$ cat config.mk
export PLATFORM = sky130hd
export DESIGN_NAME = ulst_top
export DESIGN_NICKNAME = d
export VERILOG_FILES = /design/src/ulst_pkg.sv /design/src/ulst_top.sv /design/src/ulst_vbus_events.sv
export SDC_FILE = /design/constraint.sdc
export NUM_CORES = 1
export LEC_CHECK = 0
export BUFFER_PORTS_ARGS = -buffer_cell sky130_fd_sc_hd__buf_4
export CAP_MARGIN = 5
export CELL_PAD_IN_SITES_DETAIL_PLACEMENT = 0
export CELL_PAD_IN_SITES_GLOBAL_PLACEMENT = 1
export CORE_ASPECT_RATIO = 0.7
export CORE_MARGIN = 5
export CORE_UTILIZATION = 35
export DETAILED_ROUTE_END_ITERATION = 10
export MAX_ROUTING_LAYER = met4
export PLACE_DENSITY_LB_ADDON = 0.1
export SYNTH_ARGS = -nofsm -noshare
export SYNTH_HDL_FRONTEND = slang
export SYNTH_SLANG_ARGS = --single-unit
$ cat constraint.sdc
create_clock -name clk_i -period 2.1 [get_ports clk_i]
set_input_delay 0.21 -clock clk_i [delete_from_list [all_inputs] [get_ports clk_i]]
set_output_delay 0.21 -clock clk_i [all_outputs]
set_load 0.02 [all_outputs]
$ cat src/ulst_pkg.sv
// What this block does
// - send an RXCMD whenever the encoded VBUS state changes with its change enable set
// - RxEvent: 00 idle, 01 active, 11 active with error, 10 host disconnect
// - receive active shown by DIR with NXT, or by an RXCMD; link accepts both
// - receive error: drop NXT, send RXCMD with error bit; link drops packet
// - host disconnect reported only while both data-line pulldowns are enabled
// - host disconnect changes send an RXCMD when its change enables are set
// - accept immediate and extended register addressing
// - register access aborts when DIR rises during it; link retries
// - VBUS state: 00 below end, 01 below valid, 10 below A-valid, 11 above
// - RXCMD byte holds VBUS state in bits 3..2 and RxEvent in bits 5..4
package ulst_pkg;
    // ****************************************************************
    // register indices (byte address is index times four)
    // ****************************************************************
    localparam logic [5:0] REG_FUNC_CTRL = 6'h04;
    localparam logic [5:0] REG_INTERFACE_CONTROL_REG = 6'h07;
    localparam logic [5:0] REG_OTG_CONTROL_REG = 6'h0A;
    localparam logic [5:0] REG_RISE_EN = 6'h0D;
    localparam logic [5:0] REG_FALL_EN = 6'h10;
    localparam logic [5:0] REG_STATUS = 6'h13;
    localparam logic [5:0] REG_EXT_ADDR = 6'h2F;
    localparam int NUM_REGS = 5;
    localparam logic [2:0] SLOT_FUNC = 3'h0;
    localparam logic [2:0] SLOT_INTF = 3'h1;
    localparam logic [2:0] SLOT_OTG = 3'h2;
    localparam logic [2:0] SLOT_RISE = 3'h3;
    localparam logic [2:0] SLOT_FALL = 3'h4;
    // ****************************************************************
    // reset values
    // ****************************************************************
    localparam logic [7:0] RST_FUNC = 8'h41;
    localparam logic [7:0] RST_INTF = 8'h00;
    localparam logic [7:0] RST_OTG = 8'h06;
    localparam logic [7:0] RST_RISE = 8'h1F;
    localparam logic [7:0] RST_FALL = 8'h1F;
    // ****************************************************************
    // field positions
    // ****************************************************************
    localparam int INTF_INVERT_BIT = 5;
    localparam int INTF_PASS_BIT = 6;
    localparam int OTG_PD_PLUS_BIT = 1;
    localparam int OTG_PD_MINUS_BIT = 2;
    localparam int OTG_USE_EXT_BIT = 7;
    // change enable bits, shared by both enable registers
    localparam int EV_AVLD = 0;
    localparam int EV_SVLD = 1;
    localparam int EV_SEND = 2;
    localparam int EV_HDISC = 3;
    localparam int NUM_EV = 4;
    // ****************************************************************
    // rxcmd and txcmd encodings
    // ****************************************************************
    localparam logic [1:0] VB_LOW = 2'h0;
    localparam logic [1:0] VB_END = 2'h1;
    localparam logic [1:0] VB_SVLD = 2'h2;
    localparam logic [1:0] VB_AVLD = 2'h3;
    localparam logic [1:0] EVT_IDLE = 2'h0;
    localparam logic [1:0] EVT_ACTIVE = 2'h1;
    localparam logic [1:0] EVT_ERROR = 2'h3;
    localparam logic [1:0] EVT_HDISC = 2'h2;
    localparam logic [1:0] CMD_REG_WRITE = 2'h2;
    localparam logic [1:0] CMD_REG_READ = 2'h3;
endpackage

$ cat src/ulst_top.sv
`timescale 1ns/1ns
module ulst_top
    import ulst_pkg::*;
(
    input wire logic clk_i,
    input wire logic rst_i,
    input wire logic ce_i,
    // wishbone slave
    input wire logic cyc_i,
    input wire logic stb_i,
    input wire logic we_i,
    input wire logic [7:0] adr_i,
    input wire logic [3:0] sel_i,
    input wire logic [31:0] dat_i,
    output logic [31:0] dat_o,
    output logic ack_o,
    // link side pins
    input wire logic [7:0] ulpi_data_i,
    output logic [7:0] ulpi_data_o,
    output logic ulpi_data_oe_o,
    output logic ulpi_dir_o,
    output logic ulpi_nxt_o,
    input wire logic ulpi_stp_i,
    // analog front end
    input wire logic session_ended_i,
    input wire logic session_valid_i,
    input wire logic a_vld_i,
    input wire logic fault_i,
    input wire logic host_disc_i,
    input wire logic id_i,
    input wire logic [1:0] linestate_i,
    input wire logic rx_sync_i,
    input wire logic rx_byte_valid_i,
    input wire logic [7:0] rx_data_i,
    input wire logic rx_done_i,
    input wire logic rx_err_i
);
    typedef enum logic [3:0] {
        S_IDLE, S_ACK, S_EXT, S_WDATA, S_WSTP, S_RTURN, S_RDATA,
        S_ST_TURN, S_ST_SEND, S_RX_TURN, S_RX, S_RX_END
    } ulst_state_t;

    ulst_state_t st_ff, nxt_st;
    logic [7:0] regs_ff [NUM_REGS];
    logic [7:0] nxt_regs [NUM_REGS];
    logic dir_ff, nxt_dir, nxtsig_ff, nxt_nxtsig;
    logic [7:0] data_ff, nxt_data;
    logic [1:0] cmd_ff, nxt_cmd;
    logic [7:0] addr_ff, nxt_addr;
    logic [7:0] wdata_ff, nxt_wdata;
    logic pend_ff, nxt_pend;
    logic ack_ff, nxt_ack;
    logic [31:0] rdat_ff, nxt_rdat;
    logic [1:0] vbus_state;
    logic host_disc;
    logic change;

    // ****************************************************************
    // helpers
    // ****************************************************************
    function automatic logic [3:0] slot_of(input logic [7:0] a);
        // bit 3 flags a hit, bits 2..0 the storage slot
        unique case (a)
            {2'h0, REG_FUNC_CTRL}: slot_of = {1'b1, SLOT_FUNC};
            {2'h0, REG_INTERFACE_CONTROL_REG}: slot_of = {1'b1, SLOT_INTF};
            {2'h0, REG_OTG_CONTROL_REG}: slot_of = {1'b1, SLOT_OTG};
            {2'h0, REG_RISE_EN}: slot_of = {1'b1, SLOT_RISE};
            {2'h0, REG_FALL_EN}: slot_of = {1'b1, SLOT_FALL};
            default: slot_of = 4'h0;
        endcase
    endfunction

    function automatic logic [7:0] rxcmd(input logic [1:0] evt);
        rxcmd = {1'b0, id_i, evt, vbus_state, linestate_i};
    endfunction

    function automatic logic [7:0] read_reg(input logic [7:0] a);
        logic [3:0] s;
        s = slot_of(a);
        if (s[3])
            read_reg = regs_ff[s[2:0]];
        else if (a == {2'h0, REG_STATUS})
            read_reg = {5'h00, host_disc, vbus_state};
        else
            read_reg = 8'h00;
    endfunction

    // idle event: host disconnect shows only outside a packet
    logic [1:0] idle_evt;
    assign idle_evt = host_disc ? EVT_HDISC : EVT_IDLE;

    ulst_vbus_events u_events (
        .clk_i(clk_i),
        .rst_i(rst_i),
        .ce_i(ce_i),
        .session_ended_i(session_ended_i),
        .session_valid_i(session_valid_i),
        .a_vld_i(a_vld_i),
        .fault_i(fault_i),
        .host_disc_i(host_disc_i),
        .linestate_i(linestate_i),
        .fault_polarity_invert_i(regs_ff[SLOT_INTF][INTF_INVERT_BIT]),
        .use_external_fault_i(regs_ff[SLOT_OTG][OTG_USE_EXT_BIT]),
        .fault_pass_through_i(regs_ff[SLOT_INTF][INTF_PASS_BIT]),
        .plus_line_pulldown_i(regs_ff[SLOT_OTG][OTG_PD_PLUS_BIT]),
        .minus_line_pulldown_i(regs_ff[SLOT_OTG][OTG_PD_MINUS_BIT]),
        .rise_en_i(regs_ff[SLOT_RISE]),
        .fall_en_i(regs_ff[SLOT_FALL]),
        .vbus_state_o(vbus_state),
        .host_disc_o(host_disc),
        .change_o(change)
    );

    // ****************************************************************
    // link state machine
    // ****************************************************************
    always_comb
    begin
        logic [3:0] s;
        logic wb_wr;
        s = 4'h0;
        wb_wr = 1'b0;
        nxt_st = st_ff;
        nxt_dir = dir_ff;
        nxt_nxtsig = 1'b0;
        nxt_data = data_ff;
        nxt_cmd = cmd_ff;
        nxt_addr = addr_ff;
        nxt_wdata = wdata_ff;
        nxt_pend = pend_ff;
        nxt_regs = regs_ff;
        // wishbone: answer one cycle after the request, write at the ack edge
        nxt_ack = cyc_i & stb_i & ~ack_ff;
        nxt_rdat = nxt_ack ? {24'h000000, read_reg({2'h0, adr_i[7:2]})} : rdat_ff;
        wb_wr = cyc_i & stb_i & we_i & ack_ff & sel_i[0];
        s = slot_of({2'h0, adr_i[7:2]});
        if (wb_wr && s[3])
            nxt_regs[s[2:0]] = dat_i[7:0];
        unique case (st_ff)
            S_IDLE:
            begin
                nxt_dir = 1'b0;
                if (rx_sync_i)
                begin
                    nxt_dir = 1'b1;
                    nxt_nxtsig = 1'b1;
                    nxt_st = S_RX_TURN;
                end
                else if (pend_ff)
                begin
                    nxt_dir = 1'b1;
                    nxt_st = S_ST_TURN;
                end
                else if (ulpi_data_i[7])
                begin
                    nxt_cmd = ulpi_data_i[7:6];
                    nxt_addr = {2'h0, ulpi_data_i[5:0]};
                    nxt_nxtsig = 1'b1;
                    nxt_st = S_ACK;
                end
            end
            S_ACK, S_EXT, S_WDATA, S_WSTP:
            begin
                if (rx_sync_i)
                begin
                    nxt_dir = 1'b1;
                    nxt_nxtsig = 1'b1;
                    nxt_st = S_RX_TURN;
                end
                else if (st_ff == S_ACK && addr_ff[5:0] == REG_EXT_ADDR)
                begin
                    nxt_nxtsig = 1'b1;
                    nxt_st = S_EXT;
                end
                else if (st_ff == S_WDATA)
                begin
                    nxt_wdata = ulpi_data_i;
                    nxt_st = S_WSTP;
                end
                else if (st_ff == S_WSTP)
                begin
                    if (ulpi_stp_i)
                    begin
                        s = slot_of(addr_ff);
                        if (s[3])
                            nxt_regs[s[2:0]] = wdata_ff;
                        nxt_st = S_IDLE;
                    end
                end
                else
                begin
                    if (st_ff == S_EXT)
                        nxt_addr = ulpi_data_i;
                    if (cmd_ff == CMD_REG_WRITE)
                    begin
                        nxt_nxtsig = 1'b1;
                        nxt_st = S_WDATA;
                    end
                    else
                    begin
                        nxt_dir = 1'b1;
                        nxt_st = S_RTURN;
                    end
                end
            end
            S_RTURN:
            begin
                nxt_data = read_reg(addr_ff);
                nxt_st = S_RDATA;
            end
            S_ST_TURN:
            begin
                nxt_data = rxcmd(idle_evt);
                nxt_pend = 1'b0;
                nxt_st = S_ST_SEND;
            end
            S_RX_TURN, S_RX:
            begin
                nxt_st = S_RX;
                if (rx_err_i)
                begin
                    nxt_data = rxcmd(EVT_ERROR);
                    nxt_st = S_RX_END;
                end
                else if (rx_done_i)
                begin
                    nxt_data = rxcmd(idle_evt);
                    nxt_st = S_RX_END;
                end
                else if (rx_byte_valid_i)
                begin
                    nxt_nxtsig = 1'b1;
                    nxt_data = rx_data_i;
                end
                else
                    nxt_data = rxcmd(EVT_ACTIVE);
            end
            S_RDATA, S_ST_SEND, S_RX_END:
            begin
                nxt_dir = 1'b0;
                nxt_st = S_IDLE;
            end
        endcase
        if (change)
            nxt_pend = 1'b1;
    end

    always_ff @(posedge clk_i)
    begin
        if (rst_i)
        begin
            st_ff <= S_IDLE;
            dir_ff <= 1'b0;
            nxtsig_ff <= 1'b0;
            data_ff <= 8'h00;
            cmd_ff <= 2'h0;
            addr_ff <= 8'h00;
            wdata_ff <= 8'h00;
            pend_ff <= 1'b0;
            ack_ff <= 1'b0;
            rdat_ff <= 32'h00000000;
            regs_ff[SLOT_FUNC] <= RST_FUNC;
            regs_ff[SLOT_INTF] <= RST_INTF;
            regs_ff[SLOT_OTG] <= RST_OTG;
            regs_ff[SLOT_RISE] <= RST_RISE;
            regs_ff[SLOT_FALL] <= RST_FALL;
        end
        else if (ce_i)
        begin
            st_ff <= nxt_st;
            dir_ff <= nxt_dir;
            nxtsig_ff <= nxt_nxtsig;
            data_ff <= nxt_data;
            cmd_ff <= nxt_cmd;
            addr_ff <= nxt_addr;
            wdata_ff <= nxt_wdata;
            pend_ff <= nxt_pend;
            ack_ff <= nxt_ack;
            rdat_ff <= nxt_rdat;
            regs_ff <= nxt_regs;
        end
    end

    // data bus driven only after the turnaround cycle
    assign ulpi_data_oe_o = dir_ff && st_ff != S_RTURN && st_ff != S_ST_TURN && st_ff != S_RX_TURN;
    assign ulpi_data_o = data_ff;
    assign ulpi_dir_o = dir_ff;
    assign ulpi_nxt_o = nxtsig_ff;
    assign ack_o = ack_ff;
    assign dat_o = rdat_ff;
endmodule // ulst_top

$ cat src/ulst_vbus_events.sv
`timescale 1ns/1ns
module ulst_vbus_events
    import ulst_pkg::*;
(
    input wire logic clk_i,
    input wire logic rst_i,
    input wire logic ce_i,
    input wire logic session_ended_i,
    input wire logic session_valid_i,
    input wire logic a_vld_i,
    input wire logic fault_i,
    input wire logic host_disc_i,
    input wire logic [1:0] linestate_i,
    input wire logic fault_polarity_invert_i,
    input wire logic use_external_fault_i,
    input wire logic fault_pass_through_i,
    input wire logic plus_line_pulldown_i,
    input wire logic minus_line_pulldown_i,
    input wire logic [7:0] rise_en_i,
    input wire logic [7:0] fall_en_i,
    output logic [1:0] vbus_state_o,
    output logic host_disc_o,
    output logic change_o
);
    logic [NUM_EV-1:0] prev_ff, nxt_prev;
    logic [1:0] ls_ff, nxt_ls;
    logic [1:0] vbus_ff, nxt_vbus;
    logic hd_ff, nxt_hd;
    logic chg_ff, nxt_chg;
    logic fault_act, a_eff;
    logic [NUM_EV-1:0] cur;

    // ****************************************************************
    // qualify, encode and detect changes
    // ****************************************************************
    always_comb
    begin
        fault_act = fault_i ^ fault_polarity_invert_i;
        if (!use_external_fault_i)
            a_eff = a_vld_i;
        else if (fault_pass_through_i)
            a_eff = ~fault_act;
        else
            a_eff = a_vld_i & ~fault_act;
        cur[EV_AVLD] = a_eff;
        cur[EV_SVLD] = session_valid_i;
        cur[EV_SEND] = session_ended_i;
        cur[EV_HDISC] = host_disc_i & plus_line_pulldown_i & minus_line_pulldown_i;
        if (a_eff)
            nxt_vbus = VB_AVLD;
        else if (session_valid_i)
            nxt_vbus = VB_SVLD;
        else if (!session_ended_i)
            nxt_vbus = VB_END;
        else
            nxt_vbus = VB_LOW;
        nxt_hd = cur[EV_HDISC];
        nxt_prev = cur;
        nxt_ls = linestate_i;
        nxt_chg = (|(cur & ~prev_ff & rise_en_i[NUM_EV-1:0]))
            | (|(~cur & prev_ff & fall_en_i[NUM_EV-1:0]))
            | (linestate_i != ls_ff);
    end

    always_ff @(posedge clk_i)
    begin
        if (rst_i)
        begin
            prev_ff <= '0;
            ls_ff <= 2'h0;
            vbus_ff <= VB_LOW;
            hd_ff <= 1'b0;
            chg_ff <= 1'b0;
        end
        else if (ce_i)
        begin
            prev_ff <= nxt_prev;
            ls_ff <= nxt_ls;
            vbus_ff <= nxt_vbus;
            hd_ff <= nxt_hd;
            chg_ff <= nxt_chg;
        end
    end

    assign vbus_state_o = vbus_ff;
    assign host_disc_o = hd_ff;
    assign change_o = chg_ff;
endmodule // ulst_vbus_events
# Yosys cells after proc, flatten, opt, wreduce, memory -nomap -nowiden
# Index checks and enable logic that the tools add are counted.
[totals] elab_cells=204 output_inout_bits=44 inputBits=79 regBits=92
[op_classes] magnitude_cmp=5 reduce_logical=25 muxes=86 n_bitwise=25 n_eq_ne=43
[op_table] operator="$mux 40" count=8
[op_table] operator="$mux 8" count=19
[op_table] operator="$bwmux 40" count=2
[op_table] operator="$mux 4" count=15
[op_table] operator="$bmux 8 s3" count=2
[op_table] operator="$demux 8 s3" count=2
[op_table] operator="$pmux 4 s5" count=2
[op_table] operator="$mux 1" count=25
[op_table] operator="$pmux 4 s6" count=1
[op_table] operator="$pmux 8 s3" count=1
[op_table] operator="$and 4x4->4" count=4
[op_table] operator="$eq 4x3->1 const B" count=4
[op_table] operator="$eq 4x4->1 const B" count=4
[op_table] operator="$eq 8x3->1 const B" count=2
[op_table] operator="$eq 8x4->1 const B" count=2
[op_table] operator="$eq 8x5->1 const B" count=2
[op_table] operator="$ne 2x2->1 const B" count=8
[op_table] operator="$pmux 8 s2" count=1
[op_table] operator="$eq 6x3->1 const B" count=2
[op_table] operator="$eq 6x4->1 const B" count=2
[op_table] operator="$eq 6x5->1 const B" count=2
[op_table] operator="$ge 4x4->1 const B" count=3
[op_table] operator="$ne 3x3->1 const B" count=4
[op_table] operator="$not 3->4" count=3
[op_table] operator="29 further kinds" count=64

# Logic depth before layout (Yosys ltp)
# Gate-level depths: netlist (run 1).
[depth] depth_word=21 mapped_depth=8 mapped_depth_nobuf=5

# Modules after synthesis
# Synthesis (run 1) repeated with hierarchy kept, for this count alone.
[unflattened] hier_cells=767 area_unflattened_um2=6137.1
[modules_own_cells] mod="ulst_top" cells_per_inst=718 area_each_um2=5701.7 seq_area_each_um2=1641.6 instances=1
[modules_own_cells] mod="ulst_vbus_events" cells_per_inst=49 area_each_um2=435.4 seq_area_each_um2=180.2 instances=1

# Worst setup path before layout (run 1)
# OpenSTA, ideal clock, no wires.
[synth_path] path_kind="flip-flop to flip-flop" start="register addr_ff[4]" end="register regs_ff[17] (netlist bit)" n_path_buf=1 setup_ns=0.122 required_time_ns=1.978 stages_incl_launch_ff=7 period_less_slack_ns=2.054 slack_ns=0.046 arrival_ns=1.932 path_cell_list="dfxtp_1 > nor4_4 > o211ai_1 > nor3b_1 > buf_4 > mux2_2 > a221o_1"
[synth_between] elab_chain_len=21 word_cells_on_any_way=28 cone_classes="order compare (2); eq/ne (6); mux (17); bitwise (1); reduce/logical (2)"
[synth_rtl] element="from (decl)" line_no="ulst_top.sv:49" rtl="logic [7:0] addr_ff, nxt_addr;"
[synth_rtl] element="from (signal assigned)" line_no="ulst_top.sv:275" rtl="addr_ff <= nxt_addr;"
[synth_rtl] element="$eq 8x5->1 (tied with other cells)" line_no="ulst_top.sv:63" rtl="unique case (a)"
[synth_rtl] element="$pmux 4 s5" line_no="ulst_top.sv:63"
[synth_rtl] element="$mux 4" line_no="ulst_top.sv:182" rtl="if (ulpi_stp_i)"
[synth_rtl] element="$mux 4" line_no="ulst_top.sv:180" rtl="else if (st_ff == S_WSTP)"
[synth_rtl] element="$mux 4" line_no="ulst_top.sv:175" rtl="else if (st_ff == S_WDATA)"
[synth_rtl] element="$mux 4" line_no="ulst_top.sv:170" rtl="else if (st_ff == S_ACK && addr_ff[5:0] == REG_EXT_ADDR)"
[synth_rtl] element="$mux 4" line_no="ulst_top.sv:164" rtl="if (rx_sync_i)"
[synth_rtl] element="$mux 4" line_no="ulst_top.sv:139" rtl="unique case (st_ff)"
[synth_rtl] element="[... 5 more ...]"
[synth_rtl] element="$bwmux 40" line_no="ulst_top.sv:186" rtl="nxt_regs[s[2:0]] = wdata_ff;"
[synth_rtl] element="$mux 40" line_no="ulst_top.sv:185" rtl="if (s[3])"
[synth_rtl] element="$mux 40" line_no="ulst_top.sv:182"
[synth_rtl] element="$mux 40" line_no="ulst_top.sv:180"
[synth_rtl] element="$mux 40" line_no="ulst_top.sv:175"
[synth_rtl] element="$mux 40 *" line_no="ulst_top.sv:170"
[synth_rtl] element="$mux 40 *" line_no="ulst_top.sv:164"
[synth_rtl] element="$mux 40 *" line_no="ulst_top.sv:139"
[synth_rtl] element="to (signal assigned)" line_no="ulst_top.sv:280" rtl="regs_ff <= nxt_regs;"
[synth_rtl] element="to (decl)" line_no="ulst_top.sv:44" rtl="logic [7:0] regs_ff [NUM_REGS];"
# Mark *: on every way between the ends. The rest lies on a longest branch, timed or not. The select of a mux whose other input is x is not followed.
# A chain may end at the register's enable or synchronous reset.

# Worst setup path in the final report (run 1)
[layout_path] start="register addr_ff[7]" end="register regs_ff[17] (netlist bit)"
[layout_between] elab_chain_len=21 word_cells_on_any_way=26 cone_classes="order compare (2); eq/ne (5); mux (17); bitwise (1); reduce/logical (1)"
[layout_rtl] element="$eq 8x5->1 (tied with other cells)" line_no="ulst_top.sv:63"
[layout_rtl] element="$pmux 4 s5 *" line_no="ulst_top.sv:63"
[layout_rtl] element="$mux 4 *" line_no="ulst_top.sv:182"
[layout_rtl] element="$mux 4 *" line_no="ulst_top.sv:180"
[layout_rtl] element="$mux 4 *" line_no="ulst_top.sv:175"
[layout_rtl] element="$mux 4 *" line_no="ulst_top.sv:170"
[layout_rtl] element="$mux 4 *" line_no="ulst_top.sv:164"
[layout_rtl] element="$mux 4 *" line_no="ulst_top.sv:139"
[layout_rtl] element="[... 5 more ...]"
[layout_rtl] element="$bwmux 40" line_no="ulst_top.sv:186"
[layout_rtl] element="$mux 40 *" line_no="ulst_top.sv:185"
[layout_rtl] element="$mux 40 *" line_no="ulst_top.sv:182"
[layout_rtl] element="$mux 40 *" line_no="ulst_top.sv:180"
[layout_rtl] element="$mux 40 *" line_no="ulst_top.sv:175"
[layout_rtl] element="$mux 40 *" line_no="ulst_top.sv:170"
[layout_rtl] element="$mux 40 *" line_no="ulst_top.sv:164"
[layout_rtl] element="$mux 40 *" line_no="ulst_top.sv:139"
# Marked as above.

==> run_results.csv, run 1 <==
group,metric,value,unit
outcome,status,"complete, no violations",
detailed_routing,postRouteAntennaNets,0,
worst_setup_path,slowest_delay,0.37,ns
synthesis,ys_ff_latch,91,
power,power,4650,uW
clock_tree,clk_pin_slew_worst_paths,0.07,ns
timing,grt_setup_unrepaired,"yes",
timing,clock.fmax,0.487,GHz
synthesis,synth.area.top_cells,"dfxtp_1 28%, mux2i_1 7.7%, mux2_2 4.6%",
synthesis,syn_avg_cell_area,8.09,um2
layout,area_growth,22.6,%
worst_setup_path,cp-end-kind,"register",
placement,port_buffers,69,
detailed_routing,wirelength,25800,um
clock_tree,cts.htree.levels,3,
timing,setup_ws,0.0464,ns
placement,post-place-ws,-0.100,ns
synthesis,syn_inst,790,
worst_setup_path,cp_data_required_time,2.33,ns
placement,place_congestion,0.951,
global_routing,first_global_vias,6315,
synthesis,ys_top_cells_by_count,"91 x dfxtp_1, 78 x nor2_1, 49 x mux2i_1, 49 x nand2_1, 36 x a21oi_1",
timing,hold_slack,0.101,ns
synthesis,synth_edf_count,0,
timing,slew_headroom,55.9,%
timing,fin_crit_sh,97.8,%
timing,finalClockSkew,0.00976,ns
flow_run,cap_violations,0,
layout,antennaDiodeCount,0,
worst_setup_path,cpMaxStageDelayCell,"dfxtp_4",
floorplanning,die_h,123,um
synthesis,synthFlopType,"dfxtp_1",
synthesis,synth_top_area_share,28.5,%
timing,worst_pin_slew,0.662,ns
placement,dp_hpwl,20300,um
timing,final_hold_viol_count,0,
worst_hold_path,hold_class,"input pin to register",
floorplanning,core-area,0.0180,mm2
timing,period_minus_slack,2.05,ns
detailed_routing,wl_per_cell,22.9,um
worst_setup_path,worstSetupPathType,"register to register",
global_routing,grt_pass1_wl,39200,um
clock_tree,cts_buffers,9,
layout,drive_gt1_share,24.7,%
worst_setup_path,rr_startpoint,"addr_ff[7]",
worst_setup_path,r2r_slack,0.05,ns
synthesis,yosysTopAreaCell,"dfxtp_1",
worst_setup_path,crit_path_start_kind,"register",
timing,slew_viol_final,0,
detailed_routing,drtIter0Drc,768,
synthesis,netlist_area,0.00639,mm2
worst_setup_path,cp_cell_sequence,"nor4_4, o211ai_1, nor3b_4, buf_6, mux2_4, a221o_1",
clock_tree,clock_sinks,91,
timing,tns,0,ns
power,power_leakage,0.00317,uW
worst_setup_path,crit_arrival,2.29,ns
worst_setup_path,critPathMaxFanout,8,
worst_setup_path,cp-startpoint,"addr_ff[7]",
layout,fill_cells,1796,
synthesis,yosysMostFrequentCell,"dfxtp_1",
worst_hold_path,min_from,"ulpi_data_i[5]",
global_routing,antenna_found_initial,0,
worst_setup_path,reg2reg_to,"regs_ff[17]",
power,irDropWorstVdd,317,uV
global_routing,grt_max_degree,29,
synthesis,ys_seq_area_share,28.5,%
floorplanning,die_w,172,um
layout,layout.nets,964,
power,power_density,593,mW/mm2
clock_tree,cts_hold_buf,0,
detailed_routing,num_vias,6745,
clock_tree,clockBufferDepth,2,
timing,final-setup-viol-count,0,
clock_tree,cts_setup_buffers,0,
synthesis,synthArstFlopShare,0,%
global_routing,overflow,0,
global_routing,grt_usage,25.1,%
floorplanning,start_util,35.5,%
synthesis,synthDistinctLibCells,78,
detailed_routing,drt_first_pass_iters,5,
floorplanning,dieArea,0.0211,mm2
worst_setup_path,crit_end,"regs_ff[17]",
worst_setup_path,ff2ff_path_depth,6,
clock_tree,clockRootBuffer,"clkbuf_16",
clock_tree,cts_tree,"done",
clock_tree,clock_latency,0.35,ns
floorplanning,row_count,41,
synthesis,yosys_warnings,0,
detailed_routing,drc_errors,0,
floorplanning,io-pin-count,123,
detailed_routing,viasPerCell,5.99,
==> cells by family after synthesis <==
kind of cell	after synthesis	share of synthesized area (%)
and+or+nand+nor	265	22.4
AOI/OAI and AO/OA	238	26.9
buffers and inverters	110	8.38
muxes	75	12.3
adders and majority gates	1	0.157
xor gates and xnor gates	9	1.35
other	1	0.0587
DFF	91	28.5
==> where the power goes <==
part / switching [uW] / internal [uW] / total, uW / leakage, uW
combinational: 603 / 380 / 983 / 0.00227
clock: 767 / 1050 / 1820 / 0.000152
sequential: 66.0 / 1780 / 1850 / 0.000741
total: 1440 / 3210 / 4650 / 0.00317
==> worst max-delay path, delay by kind of cell (launching register included) <==
family                 cells  cell delay (ns)
AO/OA/AOI/OAI              2             0.50
buffers and inverters      1             0.19
flip-flops                 1             0.37
multiplexers               1             0.31
AND/OR/NAND/NOR            2             0.55
==> cell type report <==
| class | instances | area (um2) | area share [%] |
|---|---|---|---|
| inverters | 29 | 109 | 1.39 |
| clock buffers | 9 | 225 | 2.87 |
| well taps | 236 | 295 | 3.77 |
| multi-input cells | 612 | 4200 | 53.6 |
| flip-flops and latches | 91 | 1830 | 23.3 |
| repair buffers | 142 | 1080 | 13.8 |
| clock inverters | 7 | 97.6 | 1.25 |
==> how the worst min path moves through the flow <==
stage | end | cells after the start
after floorplan | addr_ff[0] | 2
after global placement | cmd_ff[1] | 2
after detailed placement | cmd_ff[1] | 2
after CTS | addr_ff[5] | 3
after global routing | wdata_ff[0] | 3
final | addr_ff[5] | 3
==> registers in the layout, indices dropped and copies added, names as in the netlist, 2 cells and up <==
name,flops
addr_ff,8
cmd_ff,2
dat_o,8
regs_ff,40
st_ff,4
u_events.ls_ff,2
u_events.prev_ff,3
u_events.vbus_state_o,2
ulpi_data_o,8
wdata_ff,8
==> repair_timing <==
item | 4_1_cts | 5_1_grt
gates cloned | 0 | 0
hold endpoints to repair | 0 | 0
resized for setup | 7 | 14
endpoints found under the setup margin | 11 | 19
pin swaps | 1 | 4
==> placed cells by master (no fill, tap or decap), types with 12 or more instances in the layout <==
master,netlist,final
a221o_1,13,13
buf_4,28,140
o31ai_1,13,12
inv_1,27,27
nand3_1,28,28
a21oi_1,36,36
o22ai_1,14,14
a211oi_1,17,16
mux2i_1,49,49
nor2_1,78,77
conb_1,1,24
nand4_1,19,19
nand2_1,49,49
o21ai_0,25,25
mux2_2,26,24
dfxtp_1,91,88
==> per-layer routing <==
metal  wire [um]  vias to the layer above  GRT usage, %
li1            -                     3160             -
met1       13300                     3260          39.0
met2        9980                      299          32.3
met3        2150                       26          5.69
met4         415                        0          5.49
met5           0                        -             -
==> stage by stage <==
stage	cell area (um2)	util, %	cells
2_1_floorplan	6480	-	813
3_3_place_gp	7430	41.2	1110
3_5_place_dp	7430	41.2	1110
4_1_cts	7780	43.2	1126
5_1_grt	7840	43.5	1126
6_report	7840	43.5	1126
Power figures use the tool's default switching activity.
==> inputs of run 2 (changes only) <==
--- a/config.mk
+++ b/config.mk
@@ -17,4 +17,5 @@
 export PLACE_DENSITY_LB_ADDON = 0.1
 export SYNTH_ARGS = -nofsm -noshare
 export SYNTH_HDL_FRONTEND = slang
+export SYNTH_HIERARCHICAL = 1
 export SYNTH_SLANG_ARGS = --single-unit
==> run 2 against run 1 <==
The flow now finishes with violations (setup timing); maximum frequency shrank 4.0%; synthesized cell count down 2.9%; area after synthesis fell by 4.0%; clock power is 5% lower; register-to-register slack got worse by 0.08 ns; via count is 0.86% lower; flip-flop and latch count did not move; clock-buffer cell count is 1 higher; combinational power down 16%; largest cell class unchanged; largest power group unchanged.
==> run_results.csv, run 2 <==
group,metric,value,unit
power,power_leakage,0.00321,uW
synthesis,synthFlopType,"dfxtp_1",
floorplanning,core-area,0.0172,mm2
timing,grt_setup_unrepaired,"yes",
layout,layout.nets,967,
synthesis,syn_avg_cell_area,8.00,um2
timing,slew_headroom,55.8,%
power,power_density,543,mW/mm2
synthesis,syn_inst,767,
synthesis,synthArstFlopShare,0,%
floorplanning,row_count,40,
synthesis,yosysMostFrequentCell,"dfxtp_1",
flow_run,cap_violations,0,
clock_tree,clockBufferDepth,2,
clock_tree,clk_pin_slew_worst_paths,0.07,ns
worst_setup_path,cp_data_required_time,2.38,ns
worst_setup_path,critPathMaxFanout,5,
layout,largest_reg_flops,40,
global_routing,grt_max_degree,79,
worst_setup_path,crit_path_start_kind,"register",
timing,tns,-0.203,ns
detailed_routing,drt_first_pass_iters,5,
placement,dp_hpwl,19700,um
detailed_routing,viasPerCell,5.95,
synthesis,ys_top_cells_by_count,"91 x dfxtp_1, 69 x nor2_1, 59 x nand2_1, 38 x clkbuf_1, 35 x mux2i_1",
placement,dp.cells,1100,
synthesis,synth_edf_count,0,
timing,final_hold_viol_count,0,
worst_hold_path,hold_class,"input pin to register",
timing,period_minus_slack,2.14,ns
synthesis,synthDistinctLibCells,87,
timing,worst_pin_slew,0.656,ns
timing,finalClockSkew,0.0109,ns
detailed_routing,num_vias,6687,
global_routing,grt_pass1_wl,37700,um
global_routing,antenna_found_initial,0,
layout,largest-register,"regs_ff",
floorplanning,dieArea,0.0203,mm2
power,irDropWorstVdd,290,uV
layout,area_growth,30.6,%
placement,place_congestion,0.980,
worst_setup_path,cp-end-kind,"register",
timing,final-setup-viol-count,11,
timing,clock.fmax,0.468,GHz
outcome,failed_checks,"setup timing",
floorplanning,io-pin-count,123,
worst_hold_path,min_from,"ulpi_data_i[4]",
timing,slew_viol_final,0,
clock_tree,cts_buffers,9,
worst_setup_path,worstSetupPathType,"register to register",
floorplanning,start_util,35.8,%
clock_tree,clock_sinks,91,
detailed_routing,wirelength,25600,um
detailed_routing,drtIter0Drc,808,
outcome,status,"finished with violations",
synthesis,ys_ff_latch,91,
clock_tree,clock_latency,0.36,ns
placement,port_buffers,69,
clock_tree,cts.htree.levels,3,
layout,final_cell_mix,"155 x buf_4, 86 x dfxtp_1, 67 x nor2_1, 58 x nand2_1, 35 x mux2i_1",
global_routing,overflow,0,
synthesis,ys_seq_area_share,29.7,%
synthesis,yosys_warnings,6,
clock_tree,clockRootBuffer,"clkbuf_16",
global_routing,grt_usage,24.9,%
layout,antennaDiodeCount,0,
synthesis,netlist_area,0.00614,mm2
clock_tree,cts_tree,"done",
synthesis,synth_top_area_share,29.7,%
detailed_routing,postRouteAntennaNets,0,
detailed_routing,wl_per_cell,22.8,um
worst_setup_path,crit_arrival,2.42,ns
floorplanning,die_w,168,um
placement,post-place-ws,-0.118,ns
timing,hold_slack,0.103,ns
worst_setup_path,cp-startpoint,"st_ff[0]",
layout,drive_gt1_share,29.8,%
detailed_routing,drc_errors,0,
timing,setup_ws,-0.0382,ns
synthesis,yosysTopAreaCell,"dfxtp_1",
layout,stdcell_count,1123,
timing,fin_crit_sh,102,%
layout,fill_cells,1699,
synthesis,synth.area.top_cells,"dfxtp_1 30%, mux2i_1 5.7%, nor2_1 4.2%",
floorplanning,die_h,121,um
global_routing,first_global_vias,6099,
worst_setup_path,rr_startpoint,"st_ff[0]",
layout,layout_commonest_cell,"buf_4",
==> run 2: worst max-delay path, stage by stage (launching register included) <==
cell	delay, ns
dfxtp_2	0.32
or2_4	0.25
or4_4	0.50
or3_4	0.50
mux2_4	0.33
a211oi_2	0.17
==> run 2: cell type report <==
| class | instances | area, um2 | area share, % |
|---|---|---|---|
| inverter | 33 | 124 | 1.54 |
| tap | 231 | 289 | 3.60 |
| multi-input combinational | 586 | 4130 | 51.6 |
| clock buffer | 10 | 239 | 2.98 |
| sequential | 91 | 1830 | 22.8 |
| clock inverter | 5 | 61.3 | 0.765 |
| timing repair buffer | 167 | 1340 | 16.7 |
==> run 2: stage by stage <==
step / total power (uW) / instance area [um2] / utilization (%)
after global routing: 4530 / 8020 / 46.7
after detailed placement: 2620 / 7330 / 42.7
after floorplan: 2330 / 6250 / -
after CTS: 4350 / 7710 / 44.9
after global placement: 2610 / 7330 / 42.7
final: 4360 / 8020 / 46.7
==> run 2: path summary, 6_finish.rpt <==
path	endpoint	slack [ns]	cells past startpoint
max	regs_ff[20]	-0.04	5
min	addr_ff[4]	0.10	3
max reg2reg	regs_ff[20]	-0.04	5
min reg2reg	dat_o[6]	0.47	1
==> run 2: metal layers <==
| metal | global-route usage [%] | part of all wire, % | up-vias |
|---|---|---|---|
| met4 | 5.73 | 1.8 | 0 |
| met5 | - | 0 | - |
| li1 | - | - | 3104 |
| met3 | 6.27 | 10 | 35 |
| met1 | 37.3 | 48 | 3205 |
| met2 | 33.0 | 40 | 343 |
==> run 2: kinds of logic after synthesis <==
family | count (synthesis) | synth area share (%)
other | 1 | 0.0611
buffers and inverters | 113 | 8.71
AND/OR/NAND/NOR | 269 | 23.6
flip-flops | 91 | 29.7
XOR/XNOR | 9 | 1.28
AO/OA/AOI/OAI | 243 | 29.6
multiplexers | 41 | 7.05
==> run 2: what timing repair did <==
item	4_1_cts	5_1_grt
setup buffers	2	5
cloned	0	1
hold buffers	0	0
setup endpoints to repair	31	41
resized for setup	13	50
pin swaps	5	14
==> run 2: where the power goes <==
part / internal [uW] / switching (uW) / total [uW] / leakage [uW]
Sequential: 1770 / 43.0 / 1810 / 0.000740
Clock: 959 / 758 / 1720 / 0.000149
Combinational: 327 / 500 / 827 / 0.00232
Total: 3050 / 1300 / 4360 / 0.00321
